### src/rtl/timer_cap_pkg.sv
// constants, register map and field layouts of the capture/compare timer
package timer_cap_pkg;
  localparam int ADDR_W = 8;
  localparam int DATA_W = 32;
  localparam int CNT_W  = 16;

  typedef logic [ADDR_W-1:0] addr_t;
  typedef logic [DATA_W-1:0] data_t;
  typedef logic [CNT_W-1:0]  count_t;

  localparam addr_t OFF_CTRL0  = 8'h00;
  localparam addr_t OFF_OPTION = 8'h04;
  localparam addr_t OFF_EDGE   = 8'h08;
  localparam addr_t OFF_CCR0   = 8'h0C;
  localparam addr_t OFF_CCR1   = 8'h10;
  localparam addr_t OFF_BITCLR = 8'h14;
  localparam addr_t OFF_COUNT  = 8'h18;

  localparam logic [2:0] MODE_FREE = 3'h5;
  localparam logic [2:0] MODE_PWM  = 3'h6;

  localparam count_t CNT_MAX  = 16'hFFFF;
  localparam count_t CNT_ZERO = 16'h0000;
  localparam count_t CNT_ONE  = 16'h0001;

  localparam logic [1:0] EDGE_NONE = 2'h0;
  localparam logic [1:0] EDGE_RISE = 2'h1;
  localparam logic [1:0] EDGE_FALL = 2'h2;
  localparam logic [1:0] EDGE_BOTH = 2'h3;

  // option and bit-clear register bit positions
  localparam int OPT_FLAG_BIT = 0;
  localparam int OPT_CCS0_BIT = 4;
  localparam int OPT_CCS1_BIT = 5;
  localparam int BITCLR_BIT   = 0;

  // control register 0 layout: bit 4 ext clock, bit 3 run, bits 2:0 mode
  typedef struct packed {
    logic       ext_clk;
    logic       run;
    logic [2:0] mode;
  } ctrl_t;
  localparam int    CTRL_W     = 5;
  localparam ctrl_t CTRL_RESET = 5'h00;

  // edge select layout: chan1 in bits 3:2, chan0 in bits 1:0
  typedef struct packed {
    logic [1:0] chan1;
    logic [1:0] chan0;
  } edge_sel_t;
  localparam int        EDGE_W     = 4;
  localparam edge_sel_t EDGE_RESET = 4'h0;

  typedef struct packed {
    logic psel;
    logic penable;
    logic pwrite;
  } apb_ctl_t;
endpackage

### src/rtl/timer_capture_pulse_width.sv
// 16-bit timer channel pair: free-running and pulse width measurement modes
`timescale 1ns/1ns
`default_nettype none

// Functional notes
// - pulse width mode starts counting from zero when run bit is set
// - pulse width mode edge copies count, clears counter, raises channel irq
// - count at maximum wraps to zero on next count clock with wrap irq, unless a pulse width edge clears it in that cycle
// - wrap also sets sticky wrap flag, held until software clears
// - flag cleared by bit-clear or option write with bit 0 zero
// - bit-clear coinciding with a wrap leaves the flag set
// - external clock occupies input 0; channel 0 edge select must be none
// - free-running mode runs both channels independently
// - mode 101 is free-running; counter only wraps, cleared only when run is set
// - function select bit picks compare or capture per channel
// - compare match raises channel irq and toggles its output pin
// - compare register writes take effect at once, unbuffered
module timer_capture_pulse_width (
  input  wire logic                 clk_sys,
  input  wire logic                 rst,
  input  wire timer_cap_pkg::apb_ctl_t apb_ctl,
  input  wire timer_cap_pkg::addr_t paddr,
  input  wire timer_cap_pkg::data_t pwdata,
  input  wire logic [3:0]           pstrb,
  output logic                      pready,
  output timer_cap_pkg::data_t      prdata,
  output logic                      pslverr,
  input  wire logic                 capture_input0_pin,
  input  wire logic                 capture_input1_pin,
  output logic [1:0]                timer_output_pin,
  output logic [1:0]                chan_match_capture_irq,
  output logic                      counter_wrap_irq
);
  import timer_cap_pkg::*;

  ctrl_t     timer_control_reg0;
  ctrl_t     next_timer_control_reg0;
  edge_sel_t edge_select_reg;
  edge_sel_t next_edge_select_reg;
  logic [1:0] chan_function_select;
  logic [1:0] next_chan_function_select;
  logic       wrap_flag;
  logic       next_wrap_flag;
  count_t     chan_capture_compare_reg [2];
  count_t     next_chan_capture_compare_reg [2];
  count_t     count;
  count_t     next_count;
  logic       run_q;
  logic [1:0] next_timer_output_pin;
  logic [1:0] next_irq;
  logic       next_wrap_irq;
  data_t      next_prdata;
  logic       next_pslverr;
  logic [1:0] sync1;
  logic [1:0] sync2;
  logic [1:0] sync3;

  logic       wr_access;
  logic       setup;
  logic [1:0] rise;
  logic [1:0] fall;
  logic [1:0] cap_edge;
  logic       mode_free;
  logic       mode_pwm;
  logic       running;
  logic       starting;
  logic       tick;
  logic       clear_hit;
  logic       wrap_evt;
  logic       bitclr_req;
  logic       optwr_clr;
  logic       ccr_wr [2];

  assign pready    = apb_ctl.psel & apb_ctl.penable;
  assign wr_access = pready & apb_ctl.pwrite;
  assign setup     = apb_ctl.psel & ~apb_ctl.penable;
  assign rise      = sync2 & ~sync3;
  assign fall      = ~sync2 & sync3;
  assign mode_free = (timer_control_reg0.mode == MODE_FREE);
  assign mode_pwm  = (timer_control_reg0.mode == MODE_PWM);
  assign running   = timer_control_reg0.run & run_q & (mode_free | mode_pwm);
  assign starting  = timer_control_reg0.run & ~run_q;
  // external clock counts on input 0 rising edges
  assign tick      = timer_control_reg0.ext_clk ? rise[0] : 1'b1;

  // channel 0 edges are blind while input 0 carries the count clock
  assign cap_edge[0] = ~timer_control_reg0.ext_clk &
    (((edge_select_reg.chan0 == EDGE_RISE) | (edge_select_reg.chan0 == EDGE_BOTH)) & rise[0] |
     ((edge_select_reg.chan0 == EDGE_FALL) | (edge_select_reg.chan0 == EDGE_BOTH)) & fall[0]);
  assign cap_edge[1] =
    (((edge_select_reg.chan1 == EDGE_RISE) | (edge_select_reg.chan1 == EDGE_BOTH)) & rise[1] |
     ((edge_select_reg.chan1 == EDGE_FALL) | (edge_select_reg.chan1 == EDGE_BOTH)) & fall[1]);

  assign clear_hit  = running & mode_pwm & (|cap_edge);
  assign wrap_evt   = running & tick & (count == CNT_MAX) & ~clear_hit;
  assign bitclr_req = wr_access & (paddr == OFF_BITCLR) & pstrb[0] & pwdata[BITCLR_BIT];
  assign optwr_clr  = wr_access & (paddr == OFF_OPTION) & pstrb[0] & ~pwdata[OPT_FLAG_BIT];
  // capture registers take no software writes
  assign ccr_wr[0]  = wr_access & (paddr == OFF_CCR0) & ~(mode_pwm | chan_function_select[0]);
  assign ccr_wr[1]  = wr_access & (paddr == OFF_CCR1) & ~(mode_pwm | chan_function_select[1]);

  always_comb begin
    next_timer_control_reg0       = timer_control_reg0;
    next_edge_select_reg          = edge_select_reg;
    next_chan_function_select     = chan_function_select;
    next_wrap_flag                = wrap_flag;
    next_chan_capture_compare_reg = chan_capture_compare_reg;
    next_count                    = count;
    next_timer_output_pin         = timer_output_pin;
    next_irq                      = 2'b00;
    next_wrap_irq                 = 1'b0;
    next_prdata                   = prdata;
    next_pslverr                  = pslverr;

    // software writes first, so hardware events below win
    if (wr_access && pstrb[0]) begin
      case (paddr)
        OFF_CTRL0:  next_timer_control_reg0 = pwdata[CTRL_W-1:0];
        OFF_EDGE:   next_edge_select_reg = pwdata[EDGE_W-1:0];
        OFF_OPTION: begin
          next_chan_function_select = {pwdata[OPT_CCS1_BIT], pwdata[OPT_CCS0_BIT]};
        end
        default: ;
      endcase
    end
    if (bitclr_req || optwr_clr) begin
      next_wrap_flag = 1'b0;
    end
    for (int a = 0; a < 2; a++) begin
      if (ccr_wr[a] && pstrb[0]) begin
        next_chan_capture_compare_reg[a][7:0] = pwdata[7:0];
      end
      if (ccr_wr[a] && pstrb[1]) begin
        next_chan_capture_compare_reg[a][15:8] = pwdata[15:8];
      end
    end

    if (starting) begin
      next_count = CNT_ZERO;
      if (mode_free) begin
        next_timer_output_pin = ~timer_output_pin;
      end
    end else if (running) begin
      for (int a = 0; a < 2; a++) begin
        if ((mode_pwm || chan_function_select[a]) && cap_edge[a]) begin
          next_chan_capture_compare_reg[a] = count;
          next_irq[a] = 1'b1;
        end else if (mode_free && !chan_function_select[a] && tick &&
                     count == chan_capture_compare_reg[a]) begin
          next_irq[a] = 1'b1;
          next_timer_output_pin[a] = ~timer_output_pin[a];
        end
      end
      if (clear_hit) begin
        next_count = CNT_ZERO;
      end else if (wrap_evt) begin
        next_count     = CNT_ZERO;
        next_wrap_irq  = 1'b1;
        next_wrap_flag = 1'b1;
      end else if (tick) begin
        next_count = count + CNT_ONE;
      end
    end

    if (setup) begin
      next_pslverr = 1'b0;
      case (paddr)
        OFF_CTRL0:  next_prdata = {27'h0, timer_control_reg0};
        OFF_OPTION: next_prdata = {26'h0, chan_function_select, 3'h0, wrap_flag};
        OFF_EDGE:   next_prdata = {28'h0, edge_select_reg};
        OFF_CCR0:   next_prdata = {16'h0, chan_capture_compare_reg[0]};
        OFF_CCR1:   next_prdata = {16'h0, chan_capture_compare_reg[1]};
        OFF_BITCLR: next_prdata = 32'h0;
        OFF_COUNT:  next_prdata = {16'h0, count};
        default: begin
          next_prdata  = 32'h0;
          next_pslverr = 1'b1;
        end
      endcase
    end
  end

  always_ff @(posedge clk_sys) begin
    if (rst) begin
      timer_control_reg0          <= CTRL_RESET;
      edge_select_reg             <= EDGE_RESET;
      chan_function_select        <= 2'h0;
      wrap_flag                   <= 1'b0;
      chan_capture_compare_reg[0] <= CNT_ZERO;
      chan_capture_compare_reg[1] <= CNT_ZERO;
      count                       <= CNT_ZERO;
      run_q                       <= 1'b0;
      timer_output_pin            <= 2'h0;
      chan_match_capture_irq      <= 2'h0;
      counter_wrap_irq            <= 1'b0;
      prdata                      <= 32'h0;
      pslverr                     <= 1'b0;
      sync1                       <= 2'h0;
      sync2                       <= 2'h0;
      sync3                       <= 2'h0;
    end else begin
      timer_control_reg0       <= next_timer_control_reg0;
      edge_select_reg          <= next_edge_select_reg;
      chan_function_select     <= next_chan_function_select;
      wrap_flag                <= next_wrap_flag;
      chan_capture_compare_reg <= next_chan_capture_compare_reg;
      count                    <= next_count;
      run_q                    <= timer_control_reg0.run;
      timer_output_pin         <= next_timer_output_pin;
      chan_match_capture_irq   <= next_irq;
      counter_wrap_irq         <= next_wrap_irq;
      prdata                   <= next_prdata;
      pslverr                  <= next_pslverr;
      sync1                    <= {capture_input1_pin, capture_input0_pin};
      sync2                    <= sync1;
      sync3                    <= sync2;
    end
  end
endmodule

`default_nettype wire

### config.mk
export PLATFORM = sky130hd
export DESIGN_NAME = timer_capture_pulse_width
export DESIGN_NICKNAME = d
export VERILOG_FILES = /design/src/rtl/timer_cap_pkg.sv /design/src/rtl/timer_capture_pulse_width.sv
export SDC_FILE = /design/constraint.sdc
export NUM_CORES = 1
export LEC_CHECK = 0
export BUFFER_PORTS_ARGS = -buffer_cell sky130_fd_sc_hd__buf_4
export CAP_MARGIN = 40
export CORE_MARGIN = 4
export CORE_UTILIZATION = 40
export CTS_BUF_LIST = sky130_fd_sc_hd__clkbuf_4 sky130_fd_sc_hd__clkbuf_8
export CTS_CLUSTER_SIZE = 16
export DETAILED_ROUTE_END_ITERATION = 10
export PLACE_DENSITY = 0.58
export REMOVE_ABC_BUFFERS = 1
export SLEW_MARGIN = 40
export SYNTH_ARGS = -nofsm -noshare
export SYNTH_HDL_FRONTEND = slang
export SYNTH_SLANG_ARGS = --single-unit
### constraint.sdc
create_clock -name clk_sys -period 2.25 [get_ports clk_sys]
set_input_delay 0.3375 -clock clk_sys [delete_from_list [all_inputs] [get_ports clk_sys]]
set_output_delay 0.3375 -clock clk_sys [all_outputs]
set_load 0.005 [all_outputs]
# == Word-level counts from Yosys, hierarchy flattened ==
# Cells that the tools add are included.
# word_totals
reg_bits,105
in_bits,51
output_inout_bits,39
# op_classes
n_addsub,1
n_eq_ne,20
mux,31
bitwise,50
reduce_logical,34
# op_table
operator,count
$pmux W16 S6,1
$mux W16,5
$mux W32,2
$eq A16 B16 Y1,2
$mux W8,4
$and A1 B1 Y1,26
$eq A8 B5 Y1 const B,3
$add A16 B1 Y16 const B,1
$eq A16 B16 Y1 const B,1
$eq A8 B4 Y1 const B,2
$mux W1,16
$logic_and A1 B1 Y1,13
$not A1 Y1,10
$or A1 B1 Y1,9
$eq A2 B2 Y1 const B,4
$eq A8 B3 Y1 const B,1
$logic_not A8 Y1,1
$reduce_and A2 Y1,4
$reduce_and A4 Y1,2
$reduce_or A7 Y1,1
$eq A3 B3 Y1 const B,2
$mux W2,3
$ne A2 B2 Y1 const B,3
$not A2 Y2,3
9 further kinds,17

# == Longest topological paths before layout ==
# logic_depth
depth_word,13
ltp_mapped,7
depth_no_buf,6

# == Worst setup path after synthesis ==
# Ideal clock, no wire load.
# synth_path
path_type,input-to-reg
start,in paddr[0]
end,reg chan_capture_compare_reg[2] in the netlist's numbering
setup_time_ns,0.086
arrival_ns,1.709
path_slack_ns,0.455
cell_stages,7
path_buffers,1
path_cell_list,nor4_1 -> and2b_1 -> and2_1 -> clkbuf_2 -> nand3_2 -> mux2i_1 -> a211oi_1
# synth_via
elab_chain_len,8
# synth_rtl
element,line_no,source
start: declaration,timer_capture_pulse_width.sv:22,"input wire timer_cap_pkg::addr_t paddr,"
$eq A8 B5 Y1 (*),timer_capture_pulse_width.sv:100,assign ccr_wr[1] = wr_access & (paddr == OFF_CCR1) & ~(mode_pwm | chan_function_select[1]);
$and A1 B1 Y1 (*) (2 in series),timer_capture_pulse_width.sv:100,
$logic_and A1 B1 Y1 (*),timer_capture_pulse_width.sv:130,if (ccr_wr[a] && pstrb[0]) begin
$mux W8 (*),timer_capture_pulse_width.sv:130,
$mux W16,timer_capture_pulse_width.sv:145,if ((mode_pwm || chan_function_select[a]) && cap_edge[a]) begin
$mux W32,timer_capture_pulse_width.sv:143,end else if (running) begin
$mux W32 (*),timer_capture_pulse_width.sv:138,if (starting) begin
end signal: assignment,timer_capture_pulse_width.sv:206,chan_capture_compare_reg <= next_chan_capture_compare_reg;
end: declaration,timer_capture_pulse_width.sv:44,count_t chan_capture_compare_reg [2];
# Mark *: on every way between the ends. The rest lies on a longest branch, timed or not.
# A chain may end at the register's enable or synchronous reset.

# == Worst setup path after layout ==
# layout_path
start,reg timer_control_reg0[0] in the netlist's numbering
end,reg timer_output_pin[0]
# layout_via
elab_chain_len,6
word_cells_on_any_way,14
cone_classes,eq/ne (4); bitwise (2); reduce/logical (8)
# layout_rtl
element,line_no,source
start: declaration,timer_capture_pulse_width.sv:36,ctrl_t timer_control_reg0;
start signal: assignment,timer_capture_pulse_width.sv:202,timer_control_reg0 <= next_timer_control_reg0;
$eq A3 B3 Y1,timer_capture_pulse_width.sv:79,assign mode_free = (timer_control_reg0.mode == MODE_FREE);
$logic_and A1 B1 Y1 (3 in series),timer_capture_pulse_width.sv:148,end else if (mode_free && !chan_function_select[a] && tick &&
$reduce_bool A2 Y1 (no line),-,
$reduce_and A4 Y1 (no line) (*),-,
end signal: assignment,timer_capture_pulse_width.sv:209,timer_output_pin <= next_timer_output_pin;
end: declaration,timer_capture_pulse_width.sv:30,"output logic [1:0] timer_output_pin,"
# Marked as above.

==> impl_metrics.env <==
export IMPL_hpwl_um=9750
export IMPL_relSlewSlack_pct=62.1
export IMPL_drt_iter0_markers=226
export IMPL_p_per_area_mw_per_mm2=541
export IMPL_worst_pin_slew_ns=0.568
export IMPL_num_antenna_cells=0
export IMPL_post_route_period_util_pct=90.5
export IMPL_crit_fanout=5
export IMPL_wl_per_cell_um=17.9
export IMPL_io_buffers=55
export IMPL_fin_ws_ns=0.213
export IMPL_yosys_warnings=0
export IMPL_clk_pin_slew_worst_paths_ns=0.09
export IMPL_rsz0062_at_grt="no"
export IMPL_grt_pass1_wl_um=21500
export IMPL_clkPwrFrac_pct=42.3
export IMPL_syn2layout_area_growth_pct=15.0
export IMPL_setup_tns_ns=0
export IMPL_min_period_ns=2.04
export IMPL_die_w_um=118
export IMPL_clock_latency_ns=0.38
export IMPL_grt_max_degree=39
export IMPL_drcViolationCount=0
export IMPL_cp_end_kind="register"
export IMPL_dieArea_mm2=0.0139
export IMPL_vdd_ir_drop_max_mv=0.257
export IMPL_largest_reg_flops=32
export IMPL_seq_power_share_pct=52.7
export IMPL_hold_path_class="in2reg"
export IMPL_place_gp_congestion=0.832
export IMPL_post_cts_buffers=0
export IMPL_final_nets=638
export IMPL_syn_cell_area_mm2=0.00482
export IMPL_syn_avg_cell_area_um2=8.88
export IMPL_drive_above_1_share_pct=19.3
export IMPL_fp_row_count=39
export IMPL_slew_violations=0
export IMPL_fill_cells=1135
export IMPL_antenna_left=0
export IMPL_grt_overflow_total=0
export IMPL_cts_sinks=89
export IMPL_finalHoldViolCount=0
export IMPL_clk_path_buf_depth=2
export IMPL_synth_cell_type_count=53
export IMPL_core_mm2=0.0116
export IMPL_grt_use_total_pct=19.3
export IMPL_switching_share_pct=23.2
export IMPL_maxCapViolCount=0
export IMPL_ios=90
export IMPL_dp_slack_ns=0.0641
export IMPL_ys_flop_type="dfxtp_1"
export IMPL_setup_viol=0
export IMPL_fmax_mhz=491
export IMPL_start_util_pct=41.5
export IMPL_via_count=4058
export IMPL_grt_pass1_vias=4039
export IMPL_cp_required_ns=2.55
export IMPL_crit_type="reg2reg"
export IMPL_cell_internal_pwr_mw=2.30
export IMPL_wl_um=13100
export IMPL_cts_root_buf="clkbuf_8"
export IMPL_synth_seq_cells=89
export IMPL_cts_resized=0
export IMPL_leakagePower_nw=2.36
export IMPL_comb_power_share_pct=5.0
export IMPL_synth_edff_count=0
export IMPL_firstDrtPassIters=6
export IMPL_cts_tree="done"
export IMPL_cts_buffers=9
export IMPL_status="finished clean"
export IMPL_ys_async_sr_fraction_pct=0
export IMPL_htreeDepth=3
export IMPL_ctsHoldBuffers=0
export IMPL_start_kind="register"
export IMPL_ys_seq_area_share_pct=37.0
export IMPL_cp_arrival_ns=2.33
export IMPL_finalClockSkew_ns=0.00956
export IMPL_die_h_um=118
export IMPL_antenna_found_initial=0
export IMPL_via_per_inst=5.53
export IMPL_p_sw_mw=0.696
export IMPL_synthCells=543
[layout make-up]
cell class              instances  area [µm²]  share of cell area, %
flip-flops and latches         89        1780                   32.1
inverters                       3        11.3                  0.203
clock buffers                  10         138                   2.48
clock inverters                 6        90.1                   1.62
repair buffers                 80         613                   11.1
multi-input cells             403        2730                   49.3
well taps                     143         179                   3.23
[synth_stat cells (all sizes together), types with 10 or more instances]
library cell | count | area share (%)
a211oi | 34 | 6.0
a21oi | 17 | 2.0
a222oi | 10 | 2.1
and3 | 10 | 1.3
buf | 32 | 4.9
clkbuf | 31 | 2.5
dfxtp | 89 | 37
mux2i | 42 | 8.7
nand2 | 33 | 2.6
nand3 | 21 | 2.6
nor2 | 62 | 4.8
nor2b | 10 | 1.3
o21ai | 22 | 2.4
xnor2 | 26 | 4.7
xor2 | 19 | 3.5
[metrics by stage]
step	area [µm²]	hold WS, ns	utilization (%)	cells	total power, mW
4_1_cts	5550	0.171	47.7	734	3.03
3_3_place_gp	5320	0.418	45.8	718	1.76
6_report	5550	0.172	47.7	734	3.00
5_1_grt	5550	0.175	47.7	734	3.10
2_1_floorplan	4520	0.402	-	495	1.66
3_5_place_dp	5320	0.427	45.8	718	1.77
[worst paths after layout]
path	cells past startpoint	slack, ns	to	startpoint
worst max-delay path	7	0.21	timer_output_pin[0]$_SDFFE_PP0P_	timer_control_reg0[0]$_SDFFE_PP0P_
worst min register to register	1	0.44	sync2[1]$_SDFF_PP0_	sync1[1]$_SDFF_PP0_
worst max register to register	7	0.21	timer_output_pin[0]$_SDFFE_PP0P_	timer_control_reg0[0]$_SDFFE_PP0P_
worst min-delay path	2	0.17	sync1[1]$_SDFF_PP0_	capture_input1_pin
[cell usage in the layout, fill, tap and decap left out, types with 2 or more instances in the layout]
cell	netlist	final
dfxtp_1	89	89
buf_4	20	79
nor2_1	62	61
mux2i_1	42	42
nand2_1	33	33
a211oi_1	29	29
xnor2_1	26	26
o21ai_0	21	21
xor2_1	19	19
nand3_1	17	17
a21oi_1	16	16
conb_1	1	16
nor2b_1	10	10
and3_1	10	10
a222oi_1	10	10
clkbuf_8	0	10
nand2b_1	9	9
nand4_1	9	9
o2111ai_1	7	7
nor4_1	5	5
or3_1	5	5
nor3_1	5	5
o211ai_1	5	5
a22oi_1	4	4
mux4_2	4	4
nand3b_1	4	4
nand3_2	4	4
a211oi_2	4	4
and2_1	3	3
inv_1	3	3
o21a_1	3	3
nand4b_1	2	2
nor4b_1	2	2
and4_1	2	2
bufinv_16	0	2
[critical path: stages (launching register included)]
cell       delay (ns)
dfxtp_1          0.44
or2b_1           0.27
a211oi_1         0.25
buf_4            0.17
nand4_1          0.21
nor4b_1          0.37
mux2i_1          0.13
o2111ai_1        0.12
[power groups by stage]
stage                     clock network (mW)  logic, mW  registers [mW]
after floorplan                            0     0.0414            1.62
after CTS                               1.30      0.149            1.58
after global placement                     0      0.146            1.62
after global routing                    1.36      0.163            1.58
after detailed placement                   0      0.149            1.62
final                                   1.27      0.148            1.58
[layer usage]
| layer | global-route usage (%) | part of all wire, % |
|---|---|---|
| met5 | 0 | 0 |
| met4 | 3.96 | 0.89 |
| met3 | 3.94 | 5.5 |
| met2 | 31.6 | 47 |
| met1 | 26.4 | 47 |
[cells by family after synthesis]
family	count (synthesis)	share of synthesized area, %
AO/OA/AOI/OAI	107	16.4
adder cells (fa/ha/maj)	1	0.259
buffers and inverters	66	7.58
flip-flops	89	37.0
multiplexers	46	10.6
other	1	0.0778
XOR/XNOR	45	8.18
AND/OR/NAND/NOR	188	20.0
(Power assumes the default switching activity.)
